`src/lvds_tx_defines.svh`:
```
`ifndef LVDS_TX_DEFINES_SVH
`define LVDS_TX_DEFINES_SVH

// ==========================================================================
// Word layout.
`define WORD_BITS 28
`define LANE_COUNT 4
`define LANE_BITS 7
`define LAST_SLOT 3'h6
`define FIFO_DEPTH 16

// ==========================================================================
// Forwarded clock level per slot, slot 0 in the most significant bit.
`define CLK_PATTERN 7'h63

// ==========================================================================
// Timing.
`define CLK_MHZ 50
`define CLK_PERIOD_NS 20
`define LOCK_TIME_MS 10
`define LOCK_CYCLES_DEF (`LOCK_TIME_MS * 1000 * `CLK_MHZ)
`define PD_DELAY_NS 100
`define PD_DELAY_CYCLES (`PD_DELAY_NS / `CLK_PERIOD_NS)

`endif

```
`src/lvds_tx_pkg.sv`:
```
`default_nettype none
package lvds_tx_pkg;
    typedef enum logic [1:0] {ST_OFF, ST_LOCK, ST_RUN} tx_state_t;
    typedef logic [2:0] slot_t;
endpackage : lvds_tx_pkg
`default_nettype wire

```
`src/lvds_pixel_serializer_tx.sv`:
```
// Operation
// - Strobe select high captures the parallel word on pixel clock rising edges.
// - Strobe select low captures the parallel word on pixel clock falling edges.
// - An open strobe select reads low, giving falling-edge capture; the code has no pull-down, so an open select gives an X capture.
// - Power-down low puts every data and clock output in high impedance.
// - Four differential data lanes plus one differential forwarded clock lane.
// - Each lane sends seven bits, 0 to 6, in evenly spaced slots.
// - Outputs reach the disabled state within 100 ns of power-down.
// - Serial output is only valid after the 10 ms lock interval.
`include "lvds_tx_defines.svh"
`default_nettype none
module lvds_pixel_serializer_tx
    import lvds_tx_pkg::*;
#(
    parameter int LOCK_CYCLES = `LOCK_CYCLES_DEF,
    parameter int FIFO_DEPTH = `FIFO_DEPTH
) (
    input wire logic clk_sys,
    input wire logic sys_rst,
    input wire logic pixel_clock_in,
    input wire logic strobe_edge_select,
    input wire logic power_down_n,
    input wire logic [`WORD_BITS-1:0] parallel_pixel_in,
    output logic [`LANE_COUNT-1:0] serial_lane_p,
    output logic [`LANE_COUNT-1:0] serial_lane_n,
    output logic [`LANE_COUNT-1:0] lane_oe_n,
    output logic forwarded_clock_p,
    output logic forwarded_clock_n,
    output logic clock_oe_n,
    output logic link_locked,
    output logic pixel_dropped
);
    // ======================================================================
    // Input synchronisers.
    logic pclk_s1_q;
    logic pclk_s2_q;
    logic pclk_prev_q;
    logic sel_s1_q;
    logic sel_s2_q;
    logic pd_s1_q;
    logic pd_s2_q;
    logic [`WORD_BITS-1:0] data_s1_q;
    logic [`WORD_BITS-1:0] data_s2_q;
    logic [`WORD_BITS-1:0] data_s3_q;

    always_ff @(posedge clk_sys) begin
        pclk_s1_q <= pixel_clock_in;
        pclk_s2_q <= pclk_s1_q;
        pclk_prev_q <= pclk_s2_q;
        sel_s1_q <= strobe_edge_select;
        sel_s2_q <= sel_s1_q;
        pd_s1_q <= power_down_n;
        pd_s2_q <= pd_s1_q;
        data_s1_q <= parallel_pixel_in;
        data_s2_q <= data_s1_q;
        data_s3_q <= data_s2_q;
    end

    // ======================================================================
    // Edge selection and capture.
    logic pclk_rise;
    logic pclk_fall;
    logic capture;
    logic fifo_in_ready;
    logic fifo_out_valid;
    logic fifo_out_ready;
    logic [`WORD_BITS-1:0] fifo_out_data;
    tx_state_t state_q;
    tx_state_t state_d;

    always_comb begin
        pclk_rise = pclk_s2_q && !pclk_prev_q;
        pclk_fall = !pclk_s2_q && pclk_prev_q;
        // A high select picks the rising edge.
        // A low select picks the falling edge; an undriven select gives an X capture.
        capture = (state_q == ST_RUN) && (sel_s2_q ? pclk_rise : pclk_fall);
    end

    // The word sampled one cycle before the edge was seen, so hold time is not relied on.
    pixel_fifo #(
        .WIDTH(`WORD_BITS),
        .DEPTH(FIFO_DEPTH)
    ) u_fifo (
        .clk_sys(clk_sys),
        .sys_rst(sys_rst),
        .flush(state_q != ST_RUN),
        .in_valid(capture),
        .in_ready(fifo_in_ready),
        .in_data(data_s3_q),
        .out_valid(fifo_out_valid),
        .out_ready(fifo_out_ready),
        .out_data(fifo_out_data)
    );

    // ======================================================================
    // Power and lock sequencing.
    logic [$clog2(LOCK_CYCLES+1)-1:0] lock_cnt_q;
    logic [$clog2(LOCK_CYCLES+1)-1:0] lock_cnt_d;

    always_comb begin
        state_d = state_q;
        lock_cnt_d = lock_cnt_q;
        unique case (state_q)
            ST_OFF: begin
                lock_cnt_d = '0;
                if (pd_s2_q) begin
                    state_d = ST_LOCK;
                end
            end
            ST_LOCK: begin
                lock_cnt_d = lock_cnt_q + 1'b1;
                // Hold the serial stream off until the lock interval elapses.
                if (lock_cnt_q == ($clog2(LOCK_CYCLES+1))'(LOCK_CYCLES - 1)) begin
                    state_d = ST_RUN;
                end
            end
            ST_RUN: begin
            end
            default: begin
                state_d = ST_OFF;
            end
        endcase
        if (!pd_s2_q) begin
            state_d = ST_OFF;
        end
        if (sys_rst) begin
            state_d = ST_OFF;
            lock_cnt_d = '0;
        end
    end

    always_ff @(posedge clk_sys) begin
        state_q <= state_d;
        lock_cnt_q <= lock_cnt_d;
    end

    // ======================================================================
    // Serializer.
    logic [`WORD_BITS-1:0] word_q;
    logic [`WORD_BITS-1:0] word_d;
    slot_t slot_q;
    slot_t slot_d;
    logic busy_q;
    logic busy_d;
    logic [`LANE_COUNT-1:0] lane_bit;
    logic [`LANE_COUNT-1:0] lane_q;
    logic [`LANE_COUNT-1:0] lane_d;
    logic [`LANE_COUNT-1:0] oe_n_q;
    logic [`LANE_COUNT-1:0] oe_n_d;
    logic [`LANE_COUNT-1:0] lane_n_q;
    logic fclk_q;
    logic fclk_d;
    logic fclk_n_q;
    logic fclk_oe_n_q;
    logic fclk_oe_n_d;
    logic locked_q;
    logic dropped_q;
    logic [`LANE_BITS-1:0] clk_pattern;

    assign clk_pattern = `CLK_PATTERN;

    genvar k;
    generate
        for (k = 0; k < `LANE_COUNT; k++) begin : g_lane
            // Lane k carries word bits k*7 to k*7+6, bit 0 first.
            assign lane_bit[k] = word_q[k * `LANE_BITS + int'(slot_q)];
        end
    endgenerate

    always_comb begin
        fifo_out_ready = (state_q == ST_RUN) && (!busy_q || slot_q == `LAST_SLOT);
        word_d = word_q;
        slot_d = slot_q;
        busy_d = busy_q;
        if (busy_q) begin
            // One bit per slot, seven equal slots per word.
            slot_d = slot_q + 3'h1;
        end
        if (busy_q && slot_q == `LAST_SLOT) begin
            busy_d = 1'b0;
            slot_d = 3'h0;
        end
        if (fifo_out_valid && fifo_out_ready) begin
            word_d = fifo_out_data;
            busy_d = 1'b1;
            slot_d = 3'h0;
        end
        lane_d = '0;
        fclk_d = 1'b0;
        if (busy_q) begin
            // Four data lanes plus a forwarded clock lane.
            lane_d = lane_bit;
            fclk_d = clk_pattern[`LAST_SLOT - slot_q];
        end
        // Power-down disables every output three cycles after the pin falls.
        oe_n_d = {`LANE_COUNT{!pd_s2_q}};
        fclk_oe_n_d = !pd_s2_q;
        if (!pd_s2_q) begin
            lane_d = '0;
        end
        if (state_q != ST_RUN || sys_rst) begin
            busy_d = 1'b0;
            slot_d = 3'h0;
            word_d = '0;
        end
        if (sys_rst) begin
            lane_d = '0;
            fclk_d = 1'b0;
            oe_n_d = '1;
            fclk_oe_n_d = 1'b1;
        end
    end

    always_ff @(posedge clk_sys) begin
        word_q <= word_d;
        slot_q <= slot_d;
        busy_q <= busy_d;
        lane_q <= lane_d;
        lane_n_q <= ~lane_d;
        oe_n_q <= oe_n_d;
        fclk_q <= fclk_d;
        fclk_n_q <= ~fclk_d;
        fclk_oe_n_q <= fclk_oe_n_d;
        locked_q <= !sys_rst && pd_s2_q && state_q == ST_RUN;
        dropped_q <= !sys_rst && capture && !fifo_in_ready;
    end

    always_comb begin
        serial_lane_p = lane_q;
        serial_lane_n = lane_n_q;
        lane_oe_n = oe_n_q;
        forwarded_clock_p = fclk_q;
        forwarded_clock_n = fclk_n_q;
        clock_oe_n = fclk_oe_n_q;
        link_locked = locked_q;
        pixel_dropped = dropped_q;
    end
endmodule : lvds_pixel_serializer_tx
`default_nettype wire

```
`src/pixel_fifo.sv`:
```
`default_nettype none
module pixel_fifo #(
    parameter int WIDTH = 28,
    parameter int DEPTH = 16
) (
    input wire logic clk_sys,
    input wire logic sys_rst,
    input wire logic flush,
    input wire logic in_valid,
    output logic in_ready,
    input wire logic [WIDTH-1:0] in_data,
    output logic out_valid,
    input wire logic out_ready,
    output logic [WIDTH-1:0] out_data
);
    localparam int AW = $clog2(DEPTH);

    logic [WIDTH-1:0] mem_q [DEPTH];
    logic [AW:0] wr_q;
    logic [AW:0] wr_d;
    logic [AW:0] rd_q;
    logic [AW:0] rd_d;
    logic push;
    logic pop;

    // ======================================================================
    // Pointer arithmetic with one wrap bit for honest full and empty.
    always_comb begin
        in_ready = (wr_q[AW] == rd_q[AW]) || (wr_q[AW-1:0] != rd_q[AW-1:0]);
        out_valid = (wr_q != rd_q);
        out_data = mem_q[rd_q[AW-1:0]];
        push = in_valid && in_ready;
        pop = out_valid && out_ready;
        wr_d = wr_q + (AW+1)'(push);
        rd_d = rd_q + (AW+1)'(pop);
        if (sys_rst || flush) begin
            wr_d = '0;
            rd_d = '0;
        end
    end

    always_ff @(posedge clk_sys) begin
        wr_q <= wr_d;
        rd_q <= rd_d;
        if (push) begin
            mem_q[wr_q[AW-1:0]] <= in_data;
        end
    end
endmodule : pixel_fifo
`default_nettype wire
```
`config.mk`:
```
export PLATFORM = sky130hd
export DESIGN_NAME = lvds_pixel_serializer_tx
export DESIGN_NICKNAME = d
export VERILOG_FILES = /design/src/lvds_tx_pkg.sv /design/src/lvds_pixel_serializer_tx.sv /design/src/pixel_fifo.sv
export VERILOG_INCLUDE_DIRS = /design/src /design/src/src
export SDC_FILE = /design/constraint.sdc
export NUM_CORES = 1
export LEC_CHECK = 0
export BUFFER_PORTS_ARGS = -buffer_cell sky130_fd_sc_hd__buf_2
export CAP_MARGIN = 10
export CORE_ASPECT_RATIO = 2
export CORE_MARGIN = 5
export CORE_UTILIZATION = 30
export DETAILED_ROUTE_END_ITERATION = 8
export PLACE_DENSITY = 0.52
export SLEW_MARGIN = 20
export SYNTH_ARGS = -nofsm -noshare
export SYNTH_HDL_FRONTEND = slang
export SYNTH_SLANG_ARGS = --single-unit
```
`constraint.sdc`:
```
create_clock -name clk_sys -period 8.22 [get_ports clk_sys]
set_input_delay 1.644 -clock clk_sys [delete_from_list [all_inputs] [get_ports clk_sys]]
set_output_delay 1.644 -clock clk_sys [all_outputs]
set_load 0.1 [all_outputs]
```
==> flow_summary_export.csv <==
group,metric,value,unit
worst_setup_path,cpPeakStageDelay,800,ps
cts,cts_resized,0,
sta,hold_violations,0,
sta,finalSetupTns,0,ps
route,drt-met1-wl,18600,um
power_and_ir_drop,seqPwrFrac,0.565,
logic_synthesis,synth_cell_types,53,
layout,nets,1360,
cts,cts_made_buffers,56,
route,vias,11000,
route,drtIter0Drc,495,
global_routing,grt_overflow_total,0,
route,drcViolationCount,0,
logic_synthesis,synth_edf_count,448,
sta,setup_ws,4810,ps
logic_synthesis,async_reset_ff_frac,0,
global_routing,antenna_found_initial,0,
cts,clk_latency,620,ps
worst_setup_path,path_cells,"xor2_1 -> nor4_4 -> a21oi_2 -> nand3b_1 -> nor3_2 -> buf_4",
power_and_ir_drop,switching_power,1220,uW
cts,cts_tree,"built",
global_routing,grt_pass1_wl,75100,um
worst_setup_path,cp-start-kind,"flop",
placed_design,port_buffers,49,
cts,cts.reportedPaths.clkPinSlew,70,ps
worst_setup_path,critPathKind,"flop to flop",
cts,clock-sinks,615,
layout,n_fill_cell,7044,
route,dr.pass1.iters,4,
power_and_ir_drop,p_leak,0.00811,uW
die,num_rows,142,
cts,root_buffer,"clkbuf_16",
sta,maxSlewViolCount,0,
cts,htreeDepth,2,
logic_synthesis,avgSynthCellArea,17.9,um2
placed_design,place_congestion,0.737,
placed_design,place_ws,4710,ps
die,top_level_ports,50,
layout,area_growth,14.7,%
sta,finalSetupViolCount,0,
die,design.die.area,80800,um2
placed_design,place_area,24000,um2
cts,postCtsSetupRepairBufs,0,
outcome,status,"complete, no violations",
sta,fmax,293,MHz
global_routing,grt.total_usage,0.123,
logic_synthesis,synth_cells,1256,
die,die_w,204,um
power_and_ir_drop,p_clk_frac,0.431,
power_and_ir_drop,p_sw_frac,0.204,
route,wl_per_cell,21.6,um
power_and_ir_drop,power_density,232,nW/um2
logic_synthesis,synth_seq_cells,615,
placed_design,dp_hpwl,30400,um
power_and_ir_drop,p_int,4760,uW
logic_synthesis,ys_warn_count,0,
layout,final_core_util,0.346,
route,dr_wl_met3,1520,um
die,initial_utilization,0.301,
flow_run,maxCapViolCount,0,
cts,clockBufferDepth,3,
global_routing,grt_max_degree,64,
power_and_ir_drop,pwr-share-comb,0.004,
sta,finalClockSkew,23.6,ps
logic_synthesis,synth-main-ff-cell,"edfxtp_1",
sta,min_period_over_period,0.415,
route,dr_wl_met2,28000,um
layout,design_area,25800,um2
die,fp.dieH,397,um
route,vias_per_cell,4.79,
sta,finalCriticalPeriod,3410,ps
worst_setup_path,endpoint_kind,"flop",
worst_setup_path,cp_slowest_cell,"dfxtp_4",
logic_synthesis,yosysSeqAreaShare,0.747,
layout,drive_above_1_share,0.250,
worst_setup_path,crit_required,8490,ps
logic_synthesis,netlist_area,22500,um2
worst_setup_path,crit_fanout,50,
global_routing,grt_pass1_vias,11900,
sta,relSlewSlack,0.261,
sta,tightest_slew,1110,ps
power_and_ir_drop,irDropWorstVdd,165,uV
worst_setup_path,arrival,3670,ps
sta,rsz0062_at_grt,"false",
route,dr.max_layer_used,"met4",
logic_synthesis,synthesis.nets,1300,
route,antenna_left,0,
die,core,74600,um2
route,wl,49700,um
min_path,holdCritPathClass,"flop to flop",
cts,cts_hold_buf,0,
[Yosys cell counts (13+ instances only)]
| master | n | share of area |
|---|---|---|
| edfxtp_1 | 448 | 0.60 |
| dfxtp_1 | 167 | 0.15 |
| mux4_2 | 93 | 0.093 |
| a21oi_1 | 65 | 0.014 |
| mux2_2 | 61 | 0.031 |
| nor3_1 | 42 | 0.0094 |
| nor2_1 | 41 | 0.0068 |
| nor2b_1 | 33 | 0.0092 |
| o22ai_1 | 31 | 0.0086 |
| a211oi_1 | 29 | 0.0097 |
| buf_2 | 29 | 0.0065 |
| o21ai_1 | 28 | 0.0062 |
| clkbuf_1 | 21 | 0.0035 |
| xnor2_1 | 15 | 0.0058 |
| xor2_1 | 14 | 0.0055 |
| buf_4 | 13 | 0.0043 |
| inv_1 | 13 | 0.0022 |
| nand2_1 | 13 | 0.0022 |
| nand3_1 | 13 | 0.0029 |
[per-layer routing]
layer / vias to the layer above / track usage
met5: - / 0
met4: 0 / 0.0439
met3: 85 / 0.0181
met2: 162 / 0.238
met1: 5728 / 0.135
li1: 5040 / -
[power by group through the flow]
stage / sequential [uW] / combinational (uW) / clock (uW)
after floorplan: 3430 / 11.7 / 0
after global placement: 3450 / 21.7 / 0
after detailed placement: 3450 / 21.9 / 0
after CTS: 3380 / 22.0 / 2680
after global routing: 3380 / 23.4 / 2800
final: 3380 / 21.6 / 2580
[stage by stage]
step                      total power (uW)  hold WS, ps  cells
after global routing                  6210          330   2299
after detailed placement              3470          312   2194
after global placement                3470          310   2185
after floorplan                       3450          310   1256
after CTS                             6080          322   2299
final                                 5980          323   2300
[area by class of cell]
class | instances | area (um2) | area share
clock inverters | 28 | 249 | 0.00965
well taps | 936 | 1170 | 0.0454
flip-flops and latches | 615 | 16800 | 0.652
repair buffers | 74 | 606 | 0.0235
inverters | 14 | 52.6 | 0.00204
diodes | 1 | 2.50 | 0.0000970
clock buffers | 77 | 1560 | 0.0603
multi-input cells | 555 | 5350 | 0.207
[cell families after synthesis]
logic type               share of synthesized area
buffers and inverters                       0.0202
flip-flops                                   0.747
adder cells (fa/ha/maj)                    0.00612
AND/OR/NAND/NOR                             0.0428
AO/OA/AOI/OAI                               0.0460
multiplexers                                 0.126
XOR/XNOR                                    0.0113
[registers in the layout, summed over array words and instances, names as in the netlist, 2 cells and up]
register       count
serial_lane_p      4
data_s3_q         28
state_q            2
u_fifo.mem_q     448
lock_cnt_q        19
slot_q             3
data_s1_q         28
word_q            28
u_fifo.rd_q        5
serial_lane_n      4
data_s2_q         28
u_fifo.wr_q        5
[worst paths after layout]
kind                        from             endpoint  slack [ps]  cells past startpoint
setup / recovery  u_fifo.rd_q[2]  u_fifo.mem_q[1][24]        4810                      6
hold reg to reg     data_s2_q[1]         data_s3_q[1]         320                      0
hold / removal      data_s2_q[1]         data_s3_q[1]         320                      0
setup reg to reg  u_fifo.rd_q[2]  u_fifo.mem_q[1][24]        4810                      6
[worst max-delay path, delay by kind of cell (launching register included)]
family	cells	cell delay (ps)
AO/OA/AOI/OAI	1	280
XOR/XNOR	1	290
flip-flops	1	800
buffers and inverters	1	510
AND/OR/NAND/NOR	3	1130
[cell usage in the layout (no fill, tap or decap), types with 5 or more instances in the layout]
| cell | n |
|---|---|
| clkinvlp_4 | 5 |
| buf_4 | 16 |
| edfxtp_1 | 448 |
| clkinv_2 | 6 |
| a211oi_1 | 29 |
| nor3_1 | 38 |
| nor2b_1 | 33 |
| nor2_1 | 29 |
| nor2_4 | 12 |
| xor2_1 | 14 |
| o22ai_1 | 31 |
| o21ai_0 | 10 |
| buf_2 | 49 |
| nand3_1 | 13 |
| o21ai_1 | 28 |
| mux2_2 | 61 |
| clkbuf_16 | 58 |
| a21oi_1 | 65 |
| ha_1 | 11 |
| buf_16 | 8 |
| mux2i_1 | 6 |
| clkbuf_1 | 15 |
| and2_1 | 5 |
| dfxtp_1 | 163 |
| nand2_1 | 13 |
| mux4_2 | 93 |
| inv_1 | 13 |
| xnor2_1 | 15 |
(Power assumes the default switching activity.)
